<file path="src/rtl/umcs_pkg.sv">
package umcs_pkg;

  // ****************************************************************
  // register map, word offsets on the plain register port
  // ****************************************************************
  localparam logic [3:0] UMCS_OFF_MODE     = 4'h0; // mode_definition_reg
  localparam logic [3:0] UMCS_OFF_FIFO     = 4'h1; // fifo_control_reg
  localparam logic [3:0] UMCS_OFF_RESUME   = 4'h2; // halt-release, read to resume
  localparam logic [3:0] UMCS_OFF_STATUS   = 4'h3; // engine state
  localparam logic [3:0] UMCS_OFF_IRQ_STAT = 4'h4; // sticky events, write one to clear
  localparam logic [3:0] UMCS_OFF_IRQ_MASK = 4'h5; // interrupt enables
  localparam logic [3:0] UMCS_OFF_TXDATA   = 4'h6; // transmit byte
  localparam logic [3:0] UMCS_OFF_RXDATA   = 4'h7; // last received byte

  // ****************************************************************
  // field positions and reset values
  // ****************************************************************
  localparam int         UMCS_FIFO_CLR_RX  = 1;
  localparam int         UMCS_FIFO_CLR_TX  = 2;
  localparam int         UMCS_EV_UNDERRUN  = 0;
  localparam int         UMCS_EV_CORRUPT   = 1;
  localparam int         UMCS_EV_RESUMED   = 2;
  localparam int         UMCS_EV_RXBYTE    = 3;
  localparam int         UMCS_EV_NUM       = 4;
  localparam logic [2:0] UMCS_MODE_RESET   = 3'h7; // disabled
  localparam logic [3:0] UMCS_MASK_RESET   = 4'h0;
  localparam logic [3:0] UMCS_FIFO_DEPTH   = 4'h8;

  // ****************************************************************
  // timing: one interconnect clock equals clk, functional clock is clk/div
  // ****************************************************************
  localparam logic [7:0] UMCS_BIT_DIV      = 8'h10; // interconnect clocks per functional tick, one functional tick per bit
  localparam logic [3:0] UMCS_SETTLE_CYC   = 4'h5;  // interconnect cycles after mode write
  localparam logic [3:0] UMCS_SETTLE_FCK   = 4'h5;  // functional ticks after mode write

  // ****************************************************************
  // types
  // ****************************************************************
  typedef enum logic [2:0]
  {
    UMCS_MODE_UART  = 3'b000,
    UMCS_MODE_IRDA  = 3'b001,
    UMCS_MODE_OFF   = 3'b111
  } umcs_mode_e;

  typedef enum logic [1:0]
  {
    UMCS_TX_IDLE    = 2'b00,
    UMCS_TX_SHIFT   = 2'b01,
    UMCS_TX_HALT    = 2'b10
  } umcs_tx_e;

  typedef struct packed
  {
    logic [3:0] addr;
    logic [7:0] wdata;
    logic       wr;
    logic       rd;
  } umcs_req_s;

endpackage

</file>
<file path="src/rtl/umcs_top.sv">
`timescale 1ns/10ps
module umcs_top
  import umcs_pkg::*;
(
  // clock and reset
  input  wire logic             clk,
  input  wire logic             reset,
  // register port
  input  wire umcs_pkg::umcs_req_s req,
  output logic [7:0]            rdata,
  // serial line
  input  wire logic             rx_line,
  output logic                  tx_line,
  // interrupt
  output logic                  irq
);
  import umcs_pkg::*;

  // ****************************************************************
  // registers
  // ****************************************************************
  logic [2:0]           mode_q;
  logic [3:0]           mask_q, mask_d;
  logic [3:0]           stat_q, stat_d;
  logic [3:0]           tx_cnt_q, tx_cnt_d;  // fifo fill counters
  logic [3:0]           rx_cnt_q, rx_cnt_d;
  logic [7:0]           tx_buf_q;
  logic [7:0]           rx_buf_q;
  logic [3:0]           rx_bit_q;            // receive frame position, zero idle
  logic [7:0]           div_q;
  logic [3:0]           bit_q;
  logic [8:0]           sh_q;
  logic [7:0]           rdata_q;
  logic                 tx_q;
  logic [3:0]           settle_q;            // mode-change settle counter
  logic [3:0]           settle_f_q;
  umcs_tx_e             txs_q, txs_d;

  // ****************************************************************
  // decode
  // ****************************************************************
  wire logic            wr_mode   = req.wr && req.addr == UMCS_OFF_MODE;
  wire logic            rd_mode   = req.rd && req.addr == UMCS_OFF_MODE;
  wire logic            acc_mode  = wr_mode || rd_mode;
  wire logic            wr_fifo   = req.wr && req.addr == UMCS_OFF_FIFO;
  wire logic            rd_resume = req.rd && req.addr == UMCS_OFF_RESUME;
  wire logic            wr_istat  = req.wr && req.addr == UMCS_OFF_IRQ_STAT;
  wire logic            wr_imask  = req.wr && req.addr == UMCS_OFF_IRQ_MASK;
  wire logic            wr_tx     = req.wr && req.addr == UMCS_OFF_TXDATA;
  wire logic            fck       = div_q == 8'h00;          // functional clock tick
  wire logic            bit_tick  = fck;
  wire logic            is_irda   = mode_q == UMCS_MODE_IRDA;
  wire logic            is_uart   = mode_q == UMCS_MODE_UART;
  wire logic            busy      = txs_q == UMCS_TX_SHIFT;
  wire logic            settling  = settle_q != 4'h0 || settle_f_q != 4'h0;
  // glitch: a mode access while shifting in IrDA mode fakes an underrun
  wire logic            fake_urun = acc_mode && busy && is_irda;
  wire logic            corrupt   = acc_mode && busy && is_uart;
  wire logic            clr_tx    = wr_fifo && req.wdata[UMCS_FIFO_CLR_TX];
  wire logic            clr_rx    = wr_fifo && req.wdata[UMCS_FIFO_CLR_RX];
  wire logic            start_tx  = txs_q == UMCS_TX_IDLE && tx_cnt_q != 4'h0
                                    && !settling && mode_q != UMCS_MODE_OFF;
  wire logic            tx_done   = busy && bit_tick && bit_q == 4'h9;
  wire logic            resumed   = rd_resume && txs_q == UMCS_TX_HALT;
  wire logic            rx_in     = rx_line;
  // receive framing: in UART mode a low line at an idle tick opens a frame, tick nine is the stop bit
  wire logic            rx_start  = bit_tick && is_uart && rx_bit_q == 4'h0 && !rx_in;
  wire logic            rx_done   = bit_tick && rx_bit_q == 4'h9;
  wire logic            rx_ready  = rx_cnt_q != 4'h0;
  wire logic [UMCS_EV_NUM-1:0] ev = {rx_done, resumed, corrupt, fake_urun};

  // ****************************************************************
  // transmit state machine
  // ****************************************************************
  always_comb
  begin
    txs_d = txs_q;
    unique case (txs_q)
      UMCS_TX_IDLE:
        if (start_tx)
          txs_d = UMCS_TX_SHIFT;
      UMCS_TX_SHIFT:
        if (fake_urun)
          txs_d = UMCS_TX_HALT;
        else if (tx_done || clr_tx)
          txs_d = UMCS_TX_IDLE;
      UMCS_TX_HALT:
        if (rd_resume)
          txs_d = UMCS_TX_IDLE;
        else
          txs_d = UMCS_TX_HALT;
      default:
        txs_d = UMCS_TX_IDLE;
    endcase
  end

  // ****************************************************************
  // fifo counters, interrupt status and mask
  // ****************************************************************
  always_comb
  begin
    tx_cnt_d = tx_cnt_q;
    if (clr_tx)
      tx_cnt_d = 4'h0;
    else if (wr_tx && tx_cnt_q != UMCS_FIFO_DEPTH)
      tx_cnt_d = tx_cnt_q + 4'h1;
    else if (tx_done && tx_cnt_q != 4'h0)
      tx_cnt_d = tx_cnt_q - 4'h1;
    rx_cnt_d = rx_cnt_q;
    if (clr_rx)
      rx_cnt_d = 4'h0;
    else if (rx_done && rx_cnt_q != UMCS_FIFO_DEPTH)
      rx_cnt_d = rx_cnt_q + 4'h1;
    mask_d   = wr_imask ? req.wdata[3:0] : mask_q;
    // set wins over a write-one clear
    stat_d   = (stat_q & ~(wr_istat ? req.wdata[3:0] : 4'h0)) | ev;
  end

  // ****************************************************************
  // clocked state
  // ****************************************************************
  always_ff @(posedge clk)
  begin
    if (reset)
    begin
      mode_q     <= UMCS_MODE_RESET;
      mask_q     <= UMCS_MASK_RESET;
      stat_q     <= 4'h0;
      tx_cnt_q   <= 4'h0;
      rx_cnt_q   <= 4'h0;
      txs_q      <= UMCS_TX_IDLE;
      settle_q   <= 4'h0;
      settle_f_q <= 4'h0;
      div_q      <= 8'h00;
    end
    else
    begin
      if (wr_mode)
        mode_q <= req.wdata[2:0];
      mask_q   <= mask_d;
      stat_q   <= stat_d;
      tx_cnt_q <= tx_cnt_d;
      rx_cnt_q <= rx_cnt_d;
      txs_q    <= txs_d;
      div_q    <= fck ? UMCS_BIT_DIV - 8'h01 : div_q - 8'h01;
      // engine kept from starting a frame while the new mode settles
      if (wr_mode)
        settle_q <= UMCS_SETTLE_CYC;
      else if (settle_q != 4'h0)
        settle_q <= settle_q - 4'h1;
      if (wr_mode)
        settle_f_q <= UMCS_SETTLE_FCK;
      else if (fck && settle_f_q != 4'h0)
        settle_f_q <= settle_f_q - 4'h1;
    end
  end

  // ****************************************************************
  // datapath: shifter, buffers, read data
  // ****************************************************************
  always_ff @(posedge clk)
  begin
    if (reset)
    begin
      tx_q    <= 1'b1;
      sh_q    <= 9'h1ff;
      bit_q   <= 4'h0;
      tx_buf_q <= 8'h00;
      rx_buf_q <= 8'h00;
      rx_bit_q <= 4'h0;
      rdata_q <= 8'h00;
    end
    else
    begin
      if (wr_tx)
        tx_buf_q <= req.wdata;
      if (start_tx)
      begin
        sh_q  <= {tx_buf_q, 1'b0};
        bit_q <= 4'h0;
      end
      else if (busy && bit_tick)
      begin
        tx_q  <= sh_q[0];
        sh_q  <= {1'b1, sh_q[8:1]};
        bit_q <= bit_q + 4'h1;
      end
      else if (!busy)
        tx_q <= 1'b1;                                       // halted line idles high
      // receive frame: start, eight data bits lsb first, stop
      if (rx_start)
        rx_bit_q <= 4'h1;
      else if (rx_done)
        rx_bit_q <= 4'h0;
      else if (bit_tick && rx_bit_q != 4'h0)
      begin
        rx_buf_q <= {rx_in, rx_buf_q[7:1]};
        rx_bit_q <= rx_bit_q + 4'h1;
      end
      unique case (req.addr)
        UMCS_OFF_MODE:     rdata_q <= req.rd ? {5'h00, mode_q} : 8'h00;
        UMCS_OFF_STATUS:   rdata_q <= req.rd ? {settling, txs_q, rx_ready, tx_cnt_q} : 8'h00;
        UMCS_OFF_IRQ_STAT: rdata_q <= req.rd ? {4'h0, stat_q} : 8'h00;
        UMCS_OFF_IRQ_MASK: rdata_q <= req.rd ? {4'h0, mask_q} : 8'h00;
        UMCS_OFF_RXDATA:   rdata_q <= req.rd ? rx_buf_q : 8'h00;
        default:           rdata_q <= 8'h00;
      endcase
    end
  end

  // ****************************************************************
  // outputs
  // ****************************************************************
  assign rdata   = rdata_q;
  assign tx_line = tx_q;
  assign irq     = |(stat_q & mask_q);

endmodule

</file>
<file path="config.mk">
export PLATFORM = sky130hd
export DESIGN_NAME = umcs_top
export DESIGN_NICKNAME = d
export VERILOG_FILES = /design/src/rtl/umcs_pkg.sv /design/src/rtl/umcs_top.sv
export SDC_FILE = /design/constraint.sdc
export NUM_CORES = 1
export LEC_CHECK = 0
export ABC_AREA = 1
export BUFFER_PORTS_ARGS = -buffer_cell sky130_fd_sc_hd__buf_2
export CORE_ASPECT_RATIO = 1.5
export CORE_MARGIN = 1.5
export CORE_UTILIZATION = 60
export DETAILED_ROUTE_END_ITERATION = 16
export PLACE_DENSITY = 0.83
export SETUP_SLACK_MARGIN = 0.3
export SLEW_MARGIN = 10
export SYNTH_ARGS = -nofsm -noshare
export SYNTH_HDL_FRONTEND = slang
export SYNTH_SLANG_ARGS = --single-unit
</file>
<file path="constraint.sdc">
create_clock -name clk -period 2.9 [get_ports clk]
set_input_delay 0.58 -clock clk [delete_from_list [all_inputs] [get_ports clk]]
set_output_delay 0.58 -clock clk [all_outputs]
set_load 0.02 [all_outputs]
</file>
==> results.txt <==
status -> finished clean
top cells by area, synth -> dfxtp_1, nand2_1, nand3_1, inv_1, a21oi_1
chip width -> 68.2 microns
P_sw -> 0.000868 W
Core Area -> 0.00613 sq mm
max-cap violations -> 0
mean number of vias per cell -> 5.58
Cells after Synth -> 514
drt total wl -> 8.73 mm
GR Overflow Total -> 0
#FFs+latches synth -> 79
cts-stage hold buffer count -> 0
DR pass1 iterations -> 5
critical path required time -> 3.19 ns
synthesis-to-finish area growth -> 9.23%
clk slew on worst S/H paths -> 0.08 ns
Worst-Margin Slew -> 0.732 ns
Hold Path Class -> flop to flop
largest net degree at the start of global routing -> 26
reg2reg end -> rx_buf_q[2]
crit path DAT -> 2.28 ns
Min Clock Period, post-route -> 1.99 ns
fin nets -> 573
TritonCTS Sinks -> 79
Final HPWL DP -> 6.40 mm
clock power share -> 31.0%
CP Class -> flop to flop
syn_area_per_cell -> 7.43 sq um
Crit Path Max Fanout -> 16
Max-slew headroom -> 51.1%
RSZ-0062 raised after global routing -> no
hold path start -> div_q[0]
row cnt -> 35
r2r startpoint -> div_q[0]
CP Capture Type -> flop
Mapped Area -> 0.00382 sq mm
Hold Crit Depth -> 1
crit share post-route -> 68.7%
post-synthesis net count -> 546
Initial DRC Count -> 226
Achievable Freq -> 0.502 GHz
P_leak -> 1.87 nW
post-synthesis sequential area ratio -> 41.4%
die area -> 0.00687 sq mm
Wirelength per Cell -> 14.1 microns
PD cells -> 646 mW/mm^2
share of total power in sequential cells -> 45.6%
Hold Vio Cnt, Final -> 0
internal power -> 0.00183 W
layout cell share with drive strength beyond 1 -> 12.3%
final setup vio count -> 0
DP Cell Count -> 604
Netlist cell types -> 34
pins over their slew limit -> 0
Critical Path Start Type -> flop
routability cong. -> 0.920
I/O pin count -> 27
leading area contributor after synthesis -> dfxtp_1
peak supply drop -> 398 uV
switching part of the total -> 32.2%
first-pass GRT wire length -> 14.4 mm
hold path endpoint -> div_q[0]
Worst-Skew Late Latency -> 0.36 ns
CTS tree -> done
GRT Total Usage -> 27.8%
Reg2Reg Setup Slack -> 0.91 ns
Setup TNS -> 0 ns
top cell type's share of synthesized area -> 41.4%
Comb power frac -> 23.4%
Longest Clk Path Bufs -> 2
vias in the first global route -> 3,236
# diodes -> 0
Finished Layout Cells -> 619
Port Buf Inserts -> 26
initial antenna violation count -> 0
Post-CTS Resized -> 0
Initial Util -> 62.3%
antenna-violating nets left -> 0
DRC -> 0
routed vias -> 3,453
Worst Skew -> 0.00977 ns
cell depth of the worst flop-to-flop path -> 8
Post-CTS Setup Inserts -> 0
Root Driver -> clkbuf_8
Synth Warn # -> 0
H-tree depth -> 3
number of CTS-inserted buffers -> 9
Die Ht -> 101 microns
stage by stage:
step | power [W] | hold slack (ns) | utilization (%) | area, sq um | setup WS (ns)
floorplan | 0.00175 | 0.412 | - | 3820 | 0.803
detailed placement | 0.00188 | 0.435 | 64.9 | 3980 | 0.598
finish | 0.00270 | 0.445 | 68.1 | 4170 | 0.909
global placement | 0.00184 | 0.423 | 64.9 | 3980 | 0.682
global route | 0.00283 | 0.465 | 68.1 | 4170 | 0.722
CTS | 0.00270 | 0.443 | 68.1 | 4170 | 0.909
cell families after synthesis:
family                   synth area share, %
AO/OA/AOI/OAI                           14.4
XOR/XNOR                                1.83
adder cells (fa/ha/maj)                 5.11
buffers and inverters                   9.33
flip-flops                              41.4
AND/OR/NAND/NOR                         28.0
area by class of cell:
class | count | area, sq um
clock buffer | 12 | 155
clock inverter | 3 | 42.5
fill | 529 | 1960
inverter | 67 | 251
multi-input combinational | 353 | 1880
sequential | 79 | 1580
tap | 74 | 92.6
timing repair buffer | 31 | 168
worst max-delay path, cell delays in order (launching register included):
cell     delay (ns)
dfxtp_1        0.32
inv_1          0.11
ha_1           0.22
nand3_2        0.14
nor2_8         0.29
nand2_2        0.22
nor2_2         0.35
o21ai_0        0.12
a21oi_1        0.15
sequential cells by signal (all words and copies together), names as in the netlist, 8 cells and up:
| name | count |
|---|---|
| sh_q | 9 |
| div_q | 8 |
| rdata | 8 |
| rx_buf_q | 8 |
| tx_buf_q | 8 |
how the worst max path moves through the flow:
stage              from     endpoint
2_1_floorplan   req[10]  tx_cnt_q[3]
3_3_place_gp    req[10]  tx_cnt_q[3]
3_5_place_dp    req[10]  tx_cnt_q[3]
4_1_cts        div_q[0]  rx_buf_q[2]
5_1_grt        div_q[0]  rx_buf_q[7]
6_report       div_q[0]  rx_buf_q[2]
power groups by stage:
stage	clock network (W)	logic, W	registers, W
6_report	0.000835	0.000632	0.00123
3_5_place_dp	0	0.000623	0.00125
4_1_cts	0.000840	0.000630	0.00123
2_1_floorplan	0	0.000511	0.00124
3_3_place_gp	0	0.000591	0.00125
5_1_grt	0.000890	0.000703	0.00124
Yosys cell counts (all sizes together):
master  number
xor2         4
nor2        55
inv         65
dfxtp       79
nand2       87
nor3b        2
buf         10
a211oi       1
and2         2
o21bai       1
a31o         1
nand3       51
nand4       15
ha          14
xnor2        4
o21ai       47
or2          2
nor3        10
fa           1
a31oi        4
clkbuf       5
a21oi       48
o22ai        4
clkinv       2
cell usage in the layout, fill, tap and decap left out, types with 2 or more instances in the layout:
cell and instances:
xnor2_1 4, or2_2 2, xor2_1 4, o22ai_1 4, buf_4 5, a31oi_1 4, nor2_1 46, dfxtp_1 79
nand4_1 15, a21oi_1 48, nand2_1 79, nand2_4 3, nor2_2 5, nor2_4 3, clkbuf_8 11, o21ai_0 36
clkinv_1 2, inv_1 65, nor3_1 10, o21ai_1 11, and2_1 2, nand3_1 50, buf_2 26, nand2_2 5
ha_1 14
routing by layer:
metal	track usage, %	routed length (microns)
met1	31.6	3680
met2	48.8	4580
met3	5.03	299
met4	12.8	165
met5	0	0
Note: power is estimated with default switching activity, not from simulation.
